### src/include/acc_pkg.sv
package acc_pkg;

    // register bus geometry
    localparam int          ADDR_W      = 8;
    localparam int          DATA_W      = 32;

    // register byte offsets
    localparam logic [7:0]  CTRL_OFS    = 8'h00;
    localparam logic [7:0]  RESULT_OFS  = 8'h04;

    // control register layout and reset value
    localparam logic [7:0]  CTRL_RST    = 8'h00;
    localparam int          FLAG_BIT    = 7;
    localparam int          DMA_BIT     = 6;
    localparam int          CONT_BIT    = 5;
    localparam int          SINGLE_BIT  = 4;
    localparam int          CS_MSB      = 3;
    localparam int          CS_LSB      = 0;

    // channel codes: 0..7 inputs, 8 temp, 9 dac0, A dac1, B agnd, C vref
    localparam logic [3:0]  CH_DMA_STOP = 4'hF;

    // result high byte layout
    localparam int          RES_W       = 12;

    localparam logic [1:0]  RESP_OKAY   = 2'h0;
    localparam logic [1:0]  RESP_SLVERR = 2'h2;

    typedef enum {
        SEQ_IDLE,
        SEQ_CONV
    } acc_seq_e;

    typedef struct packed {
        logic       start;
        logic [3:0] channel;
    } acc_conv_req_s;

    typedef struct packed {
        logic              done;
        logic [RES_W-1:0]  data;
    } acc_conv_res_s;

    typedef struct packed {
        logic       valid;
        logic [3:0] channel;
    } acc_dma_req_s;

    typedef struct packed {
        logic [7:0] high;
        logic [7:0] low;
    } acc_result_s;

endpackage : acc_pkg

### src/verilog/acc_conv_ctrl.sv
// Operation
// (RULE_01) hardware sets the done flag, bit 7, when a conversion cycle ends
// (RULE_02) taking the converter interrupt vector clears the done flag
// (RULE_03) software clears the done flag itself when polling
// (RULE_04) writing 1 to bit 6 starts the prepared DMA capture mode
// (RULE_05) the DMA bit returns to 0 when the DMA cycle completes
// (RULE_06) while the DMA bit is set no address latch strobes go out
// (RULE_07) writing 1 to bit 5 selects continuous conversion
// (RULE_08) continuous mode keeps converting with the current timing and channel
// (RULE_09) continuous mode restarts right after each finished conversion
// (RULE_10) writing 1 to bit 4 performs exactly one conversion
// (RULE_11) software conversions use the channel in bits 3 to 0
// (RULE_12) DMA conversions take the channel from capture memory instead
// (RULE_13) codes 0-7 inputs, then temp, dac0, dac1, agnd, vref; all ones stops DMA
// (RULE_14) result high byte carries the channel in its top four bits
// (RULE_15) the single request bit clears when its conversion ends
`timescale 1ns/1ps

module acc_conv_ctrl
    import acc_pkg::*;
(
    input  wire logic              ref_clk,
    input  wire logic              rstn,
    input  wire logic [ADDR_W-1:0] awaddr,
    input  wire logic              awvalid,
    output logic                   awready,
    input  wire logic [DATA_W-1:0] wdata,
    input  wire logic [3:0]        wstrb,
    input  wire logic              wvalid,
    output logic                   wready,
    output logic [1:0]             bresp,
    output logic                   bvalid,
    input  wire logic              bready,
    input  wire logic [ADDR_W-1:0] araddr,
    input  wire logic              arvalid,
    output logic                   arready,
    output logic [DATA_W-1:0]      rdata,
    output logic [1:0]             rresp,
    output logic                   rvalid,
    input  wire logic              rready,
    input  wire logic              intAck,
    output logic                   doneFlag,
    input  wire logic              aleIn,
    output logic                   aleOut,
    output acc_conv_req_s          convReq,
    input  wire acc_conv_res_s     convRes,
    input  wire acc_dma_req_s      dmaReq,
    output logic                   dmaAck,
    output logic                   dmaStart,
    output logic                   dmaActive,
    input  wire logic              dmaDone,
    output acc_result_s            result
);

    logic [7:0]        ctrl;
    logic [7:0]        next_ctrl;
    acc_seq_e          seq;
    logic              curSingle;
    logic              curDma;
    logic              awHeld;
    logic              wHeld;
    logic [ADDR_W-1:0] awAddr;
    logic [7:0]        wByte;
    logic              wLane;
    logic              wrDo;
    logic              wrCtrl;
    logic              startDma;
    logic              dmaStop;
    logic              startSw;
    logic              convEnd;
    logic              dmaEnd;
    logic              doneEvt;

    assign doneFlag  = ctrl[FLAG_BIT];
    assign dmaActive = ctrl[DMA_BIT];

    // ---- AXI4-Lite write path
    assign wrDo   = awHeld && wHeld && !bvalid;
    assign wrCtrl = wrDo && (awAddr == CTRL_OFS) && wLane;

    always_ff @(posedge ref_clk or negedge rstn) begin
        if (!rstn) begin
            awHeld  <= 1'b0;
            awAddr  <= '0;
            awready <= 1'b1;
        end else if (awvalid && awready) begin
            awHeld  <= 1'b1;
            awAddr  <= awaddr;
            awready <= 1'b0;
        end else if (wrDo) begin
            awHeld  <= 1'b0;
        end else if (bvalid && bready) begin
            awready <= 1'b1;
        end
    end

    always_ff @(posedge ref_clk or negedge rstn) begin
        if (!rstn) begin
            wHeld  <= 1'b0;
            wByte  <= '0;
            wLane  <= 1'b0;
            wready <= 1'b1;
        end else if (wvalid && wready) begin
            wHeld  <= 1'b1;
            wByte  <= wdata[7:0];
            wLane  <= wstrb[0];
            wready <= 1'b0;
        end else if (wrDo) begin
            wHeld  <= 1'b0;
        end else if (bvalid && bready) begin
            wready <= 1'b1;
        end
    end

    // result register is read only, so only the control word accepts writes
    always_ff @(posedge ref_clk or negedge rstn) begin
        if (!rstn) begin
            bvalid <= 1'b0;
            bresp  <= RESP_OKAY;
        end else if (wrDo) begin
            bvalid <= 1'b1;
            bresp  <= (awAddr == CTRL_OFS) ? RESP_OKAY : RESP_SLVERR;
        end else if (bready) begin
            bvalid <= 1'b0;
        end
    end

    // ---- AXI4-Lite read path
    always_ff @(posedge ref_clk or negedge rstn) begin
        if (!rstn) begin
            arready <= 1'b1;
            rvalid  <= 1'b0;
            rdata   <= '0;
            rresp   <= RESP_OKAY;
        end else if (arvalid && arready) begin
            arready <= 1'b0;
            rvalid  <= 1'b1;
            rresp   <= RESP_OKAY;
            unique case (araddr)
                CTRL_OFS:   rdata <= {24'h000000, ctrl};
                RESULT_OFS: rdata <= {16'h0000, result};
                default: begin
                    rdata <= '0;
                    rresp <= RESP_SLVERR;
                end
            endcase
        end else if (rvalid && rready) begin
            rvalid  <= 1'b0;
            arready <= 1'b1;
        end
    end

    // ---- sequencer events
    assign startDma = (seq == SEQ_IDLE) && ctrl[DMA_BIT] && dmaReq.valid
                      && (dmaReq.channel != CH_DMA_STOP);       // see (RULE_12)
    assign dmaStop  = (seq == SEQ_IDLE) && ctrl[DMA_BIT] && dmaReq.valid
                      && (dmaReq.channel == CH_DMA_STOP);       // see (RULE_13)
    assign startSw  = (seq == SEQ_IDLE) && !ctrl[DMA_BIT]
                      && (ctrl[SINGLE_BIT] || ctrl[CONT_BIT]);  // see (RULE_07)
    assign convEnd  = (seq == SEQ_CONV) && convRes.done;
    assign dmaEnd   = ctrl[DMA_BIT] && (dmaDone || dmaStop);
    assign doneEvt  = (convEnd && !curDma) || dmaEnd;           // see (RULE_01)

    // ---- control register
    always_comb begin
        next_ctrl = ctrl;
        if (wrCtrl) begin
            next_ctrl = wByte;                                  // see (RULE_03)
        end
        if (intAck) begin
            next_ctrl[FLAG_BIT] = 1'b0;                         // see (RULE_02)
        end
        if (convEnd && curSingle) begin
            next_ctrl[SINGLE_BIT] = 1'b0;                       // see (RULE_15)
        end
        if (dmaEnd) begin
            next_ctrl[DMA_BIT] = 1'b0;                          // see (RULE_05)
        end
        // a finishing software conversion or DMA cycle end beats a clear in the same cycle
        if (doneEvt) begin
            next_ctrl[FLAG_BIT] = 1'b1;                         // see (RULE_01)
        end
    end

    always_ff @(posedge ref_clk or negedge rstn) begin
        if (!rstn) begin
            ctrl <= CTRL_RST;
        end else begin
            ctrl <= next_ctrl;
        end
    end

    // ---- DMA engine handshakes
    always_ff @(posedge ref_clk or negedge rstn) begin
        if (!rstn) begin
            dmaStart <= 1'b0;
            dmaAck   <= 1'b0;
        end else begin
            dmaStart <= wrCtrl && wByte[DMA_BIT] && !ctrl[DMA_BIT]; // see (RULE_04)
            dmaAck   <= startDma || dmaStop;
        end
    end

    // strobe is cut off while capture owns the external bus
    always_ff @(posedge ref_clk or negedge rstn) begin
        if (!rstn) begin
            aleOut <= 1'b0;
        end else begin
            aleOut <= aleIn && !ctrl[DMA_BIT];                  // see (RULE_06)
        end
    end

    // ---- conversion sequencer
    always_ff @(posedge ref_clk or negedge rstn) begin
        if (!rstn) begin
            seq       <= SEQ_IDLE;
            convReq   <= '0;
            curSingle <= 1'b0;
            curDma    <= 1'b0;
        end else begin
            convReq.start <= 1'b0;
            unique case (seq)
                SEQ_IDLE: begin
                    if (startDma) begin
                        convReq.start   <= 1'b1;
                        convReq.channel <= dmaReq.channel;      // see (RULE_12)
                        curDma          <= 1'b1;
                        curSingle       <= 1'b0;
                        seq             <= SEQ_CONV;
                    end else if (startSw) begin
                        // continuous mode restarts here without software help
                        convReq.start   <= 1'b1;                // see (RULE_09)
                        convReq.channel <= ctrl[CS_MSB:CS_LSB]; // see (RULE_11) (RULE_08)
                        curDma          <= 1'b0;
                        curSingle       <= ctrl[SINGLE_BIT];    // see (RULE_10)
                        seq             <= SEQ_CONV;
                    end
                end
                SEQ_CONV: begin
                    if (convRes.done) begin
                        seq <= SEQ_IDLE;
                    end
                end
            endcase
        end
    end

    // ---- result register
    always_ff @(posedge ref_clk or negedge rstn) begin
        if (!rstn) begin
            result <= '0;
        end else if (convEnd) begin
            result.high <= {convReq.channel, convRes.data[RES_W-1:8]}; // see (RULE_14)
            result.low  <= convRes.data[7:0];
        end
    end

    // ---- checks
    a_flag_set: assert property (                               // see (RULE_01)
        @(posedge ref_clk) disable iff (!rstn)
        doneEvt |=> doneFlag)
        else $error("done flag not set after conversion end");

    a_flag_vector: assert property (                            // see (RULE_02)
        @(posedge ref_clk) disable iff (!rstn)
        intAck && !doneEvt |=> !doneFlag)
        else $error("done flag survived interrupt vectoring");

    a_dma_kick: assert property (                               // see (RULE_04)
        @(posedge ref_clk) disable iff (!rstn)
        $rose(dmaActive) |-> dmaStart && $past(wrCtrl))
        else $error("dma mode entered without start pulse");

    a_dma_finish: assert property (                             // see (RULE_05)
        @(posedge ref_clk) disable iff (!rstn)
        dmaActive && dmaDone |=> !dmaActive)
        else $error("dma bit not cleared at end of capture");

    a_ale_quiet: assert property (                              // see (RULE_06)
        @(posedge ref_clk) disable iff (!rstn)
        dmaActive |=> !aleOut)
        else $error("address latch strobe during dma");

    a_cont_restart: assert property (                           // see (RULE_09)
        @(posedge ref_clk) disable iff (!rstn)
        convEnd && ctrl[CONT_BIT] && !dmaActive && !wrCtrl
            |=> ##1 convReq.start)
        else $error("continuous mode did not restart");

    a_single_clear: assert property (                           // see (RULE_15)
        @(posedge ref_clk) disable iff (!rstn)
        convEnd && curSingle |=> !ctrl[SINGLE_BIT])
        else $error("single request bit left set");

    a_sw_channel: assert property (                             // see (RULE_11)
        @(posedge ref_clk) disable iff (!rstn)
        startSw |=> convReq.start
            && convReq.channel == $past(ctrl[CS_MSB:CS_LSB]))
        else $error("software conversion used wrong channel");

    a_dma_channel: assert property (                            // see (RULE_12)
        @(posedge ref_clk) disable iff (!rstn)
        startDma |=> convReq.start && dmaAck
            && convReq.channel == $past(dmaReq.channel))
        else $error("dma conversion used wrong channel");

    a_dma_stop: assert property (                               // see (RULE_13)
        @(posedge ref_clk) disable iff (!rstn)
        dmaStop |=> !dmaActive && !convReq.start && doneFlag)
        else $error("stop marker did not end dma");

    a_result_tag: assert property (                             // see (RULE_14)
        @(posedge ref_clk) disable iff (!rstn)
        convEnd |=> result.high[7:4] == $past(convReq.channel))
        else $error("result not tagged with channel");

    a_cont_channel: assert property (                           // see (RULE_08)
        @(posedge ref_clk) disable iff (!rstn)
        seq == SEQ_IDLE && ctrl[CONT_BIT] && !dmaActive |=> convReq.start
            && convReq.channel == $past(ctrl[CS_MSB:CS_LSB]))
        else $error("continuous mode stalled or changed channel");

    a_single_once: assert property (                            // see (RULE_10)
        @(posedge ref_clk) disable iff (!rstn)
        convEnd && curSingle && !ctrl[CONT_BIT] && !dmaActive && !wrCtrl
            |=> !convReq.start ##1 !convReq.start)
        else $error("single request converted more than once");

    a_ale_pass: assert property (                               // see (RULE_06)
        @(posedge ref_clk) disable iff (!rstn)
        !dmaActive |=> aleOut == $past(aleIn))
        else $error("address latch strobe not passed through");

    a_dma_ignore_sw: assert property (                          // see (RULE_12)
        @(posedge ref_clk) disable iff (!rstn)
        seq == SEQ_IDLE && dmaActive && !dmaReq.valid |=> !convReq.start)
        else $error("conversion started in dma mode without request");

    a_result_data: assert property (                            // see (RULE_14)
        @(posedge ref_clk) disable iff (!rstn)
        convEnd |=> result[RES_W-1:0] == $past(convRes.data))
        else $error("result does not carry conversion data");

    a_dma_hold: assert property (                               // see (RULE_04)
        @(posedge ref_clk) disable iff (!rstn)
        dmaActive && !dmaEnd && !wrCtrl |=> dmaActive)
        else $error("dma mode dropped without an end event");

endmodule : acc_conv_ctrl

### config.mk
export PLATFORM = sky130hd
export DESIGN_NAME = acc_conv_ctrl
export DESIGN_NICKNAME = d
export VERILOG_FILES = /design/src/include/acc_pkg.sv /design/src/verilog/acc_conv_ctrl.sv
export SDC_FILE = /design/constraint.sdc
export NUM_CORES = 1
export LEC_CHECK = 0
export BUFFER_PORTS_ARGS = -buffer_cell sky130_fd_sc_hd__buf_4
export CAP_MARGIN = 20
export CORE_ASPECT_RATIO = 1.5
export CORE_MARGIN = 5
export CORE_UTILIZATION = 42
export DETAILED_ROUTE_END_ITERATION = 10
export HOLD_SLACK_MARGIN = 0.06
export PLACE_DENSITY = 0.86
export SYNTH_ARGS = -nofsm -noshare
export SYNTH_HDL_FRONTEND = slang
export SYNTH_SLANG_ARGS = --single-unit
### constraint.sdc
create_clock -name ref_clk -period 1.45 [get_ports ref_clk]
set_clock_uncertainty 0.1 [all_clocks]
set_input_delay 0.29 -clock ref_clk [delete_from_list [all_inputs] [get_ports ref_clk]]
set_output_delay 0.29 -clock ref_clk [all_outputs]
set_load 0.05 [all_outputs]
==> metrics.csv <==
stage,metric,value,unit
outcome,run_status,"finished, violations left",
outcome,violations,negative setup slack,
placed_design,post-place-cells,466,
pwr,combPwrFrac,0.390,
critical_path,r2r_slack,-0.15,ns
detailed_routing,ant_nets,0,
clock_network,clk_pin_slew,0.06,ns
yosys,yosys_warnings,0,
pwr,powerDensity,1890,mW/mm²
pwr,ir_drop,1290,µV
yosys,ys_types,37,
grt,antenna_found_initial,0,
pwr,seqPwrFrac,0.367,
clock_network,clock-sinks,77,
cells_and_area,final_common_cell,buf_4,
sta,setup_violations,16,
grt,grt_pass1_vias,2671,
clock_network,cts_buffers,9,
pwr,power_switching,0.00354,W
grt,grt_usage,0.180,
sta,hold_violations,0,
floorplanning,ios,147,
floorplanning,rows,39,
grt,gr-total-overflow,0,
placed_design,dp_hpwl,6080,µm
detailed_routing,wl,8370,µm
critical_path,worstPathRequired,1.56,ns
critical_path,critPathMaxFanout,7,
detailed_routing,drc,0,
worst_hold_path,min_path_type,in2reg,
run,drv_cap,0,
sta,fin_ws,-0.146,ns
detailed_routing,vias,2488,
sta,worst_pin_slew,0.510,ns
clock_network,clock_path_buffers,2,
floorplanning,die_h,118,µm
floorplanning,die_w,81.9,µm
yosys,syn_avg_cell_area,12.9,µm²
yosys,netlist_area,0.00326,mm²
detailed_routing,drt_iter0_markers,50,
cells_and_area,finish.utilization,0.636,
sta,fin_setup_tns,-1.28,ns
cells_and_area,layout-drive-gt1-share,0.530,
critical_path,cp_slowest_cell,dfrtp_1,
sta,slew_headroom,0.658,
yosys,yosysSeqAreaShare,0.593,
clock_network,h-tree-depth,3,
cells_and_area,final_cell_mix,"112 x buf_4, 72 x dfrtp_1, 37 x mux2_2, 22 x inv_1, 18 x conb_1",
yosys,synth_edf_count,0,
detailed_routing,detail_route.wl_per_cell,16.8,µm
clock_network,cts_tree,yes,
sta,period_needed,1.60,ns
critical_path,cp_cell_sequence,nor4_4 > buf_4 > nand3_4 > mux2_2,
cells_and_area,n_fill_cell,591,
placed_design,port_buffers,101,
worst_hold_path,min_to,arready,
worst_hold_path,whs_path_depth,2,
floorplanning,initial_core_util,0.428,
clock_network,clock-root-buffer,clkbuf_16,
placed_design,gp_congestion,0.841,
critical_path,critPathKind,reg2reg,
pwr,internal-power,0.00562,W
critical_path,cp-end-kind,flip-flop,
cells_and_area,num_antenna_cells,0,
yosys,synth-async-reset-ratio,1.00,
worst_hold_path,min-delay-start,arvalid,
grt,grt_pass1_wl,13100,µm
detailed_routing,first_pass_iters,4,
critical_path,worstRegToRegCells,4,
sta,period_share,1.10,
sta,fmax,627,MHz
floorplanning,core,0.00761,mm²
pwr,sw_frac_of_total,0.387,
pwr,p_clk_frac,0.242,
cells_and_area,fin_nets,471,
critical_path,crit_path_start_kind,flip-flop,
cells_and_area,synthToLayoutAreaGrowth,48.7,%
sta,finalMaxSlewViolations,0,
sta,rsz0062_at_grt,yes,
critical_path,arrival,1.71,ns
critical_path,worstReg2RegEnd,ctrl[3],
critical_path,slowest_delay,0.41,ns
clock_network,clk_latency,0.33,ns
floorplanning,die-area,0.00965,mm²
detailed_routing,viasPerCell,5.00,
yosys,ys_ff_latch,77,
yosys,ys.flop_type,dfrtp_1,
grt,grt_max_degree,34,
critical_path,rr_startpoint,awAddr[1],
cells_and_area,final_cells,498,
pwr,leakagePower,2.34,nW
yosys,synthCells,253,
-- power by group through the flow --
stage / clock [W] / combinational [W] / sequential, W
after global routing: 0.00237 / 0.00378 / 0.00345
after global placement: 0 / 0.00322 / 0.00333
final: 0.00222 / 0.00358 / 0.00337
after detailed placement: 0 / 0.00330 / 0.00338
after floorplan: 0 / 0.00106 / 0.00452
after CTS: 0.00227 / 0.00343 / 0.00335
-- cell families after synthesis --
group | after synthesis | synth area share
other | 1 | 0.00115
AND/OR/NAND/NOR | 51 | 0.101
buffers and inverters | 46 | 0.0753
AO/OA/AOI/OAI | 37 | 0.0892
multiplexers | 41 | 0.140
flip-flops | 77 | 0.593
-- area by class of cell --
cell class,instances,area (µm²),area share
Inverter,23,86.3,0.0178
Multi-Input combinational cell,147,1280,0.264
Clock buffer,10,239,0.0494
Tap cell,102,128,0.0264
Sequential cell,77,1940,0.400
Clock inverter,6,62.6,0.0129
Timing Repair Buffer,133,1110,0.230
-- metal layers --
layer	global-route usage	routed length, µm	vias to the layer above
li1	-	-	1138
met1	0.190	2970	1240
met2	0.314	4600	92
met3	0.0689	619	18
met4	0.0624	180	0
met5	0	0	-
-- cells in the mapped netlist, types with 4 or more instances --
master    instances  area share
a22o_1           10       0.027
buf_4            18       0.042
dfrtp_1          74        0.57
inv_1            23       0.027
mux2_2           37        0.13
mux2i_1           4       0.012
nand2_1          19       0.022
nand2b_1          4      0.0077
o21ai_0           8       0.012
o221ai_1         10       0.027
-- critical path: cells and delay by family, from the launching register on --
| kind | cells | cell delay, ns |
|---|---|---|
| multiplexers | 1 | 0.32 |
| AND/OR/NAND/NOR | 2 | 0.45 |
| flip-flops | 1 | 0.41 |
| buffers and inverters | 1 | 0.20 |
-- worst max-delay path by stage --
| stage | start | to | cells past startpoint |
|---|---|---|---|
| detailed placement | awAddr[1] | ctrl[1] | 4 |
| floorplan | bvalid | ctrl[7] | 4 |
| global route | awAddr[1] | ctrl[3] | 4 |
| global placement | araddr[7] | rdata[2] | 6 |
| CTS | arready | arready | 2 |
| finish | awAddr[1] | ctrl[3] | 4 |
-- flip-flops by register name, summed over array words and instances, names as in the netlist, 5 cells and up --
register	cells
convReq	5
wByte	8
result	16
rdata	16
awAddr	8
ctrl	8
-- through the flow --
stage	area, µm²	hold slack (ns)	worst slack [ns]	power, W
floorplan	3360	-0.106	-0.121	0.00558
global placement	4230	0.107	-0.0387	0.00655
detailed placement	4230	0.111	-0.0822	0.00667
CTS	4700	0.0628	-0.127	0.00905
global route	4840	0.0747	-0.200	0.00960
finish	4840	0.0786	-0.146	0.00917
-- timing repair --
action | 4_1_cts | 5_1_grt
buffers inserted | 7 | 3
pin swaps | 1 | 7
hold buffers | 6 | 0
hold endpoints to repair | 47 | 0
gates resized for setup | 14 | 21
cloned | 0 | 0
endpoints found under the setup margin | 13 | 29
No activity file was read; power rests on OpenSTA's default activity.
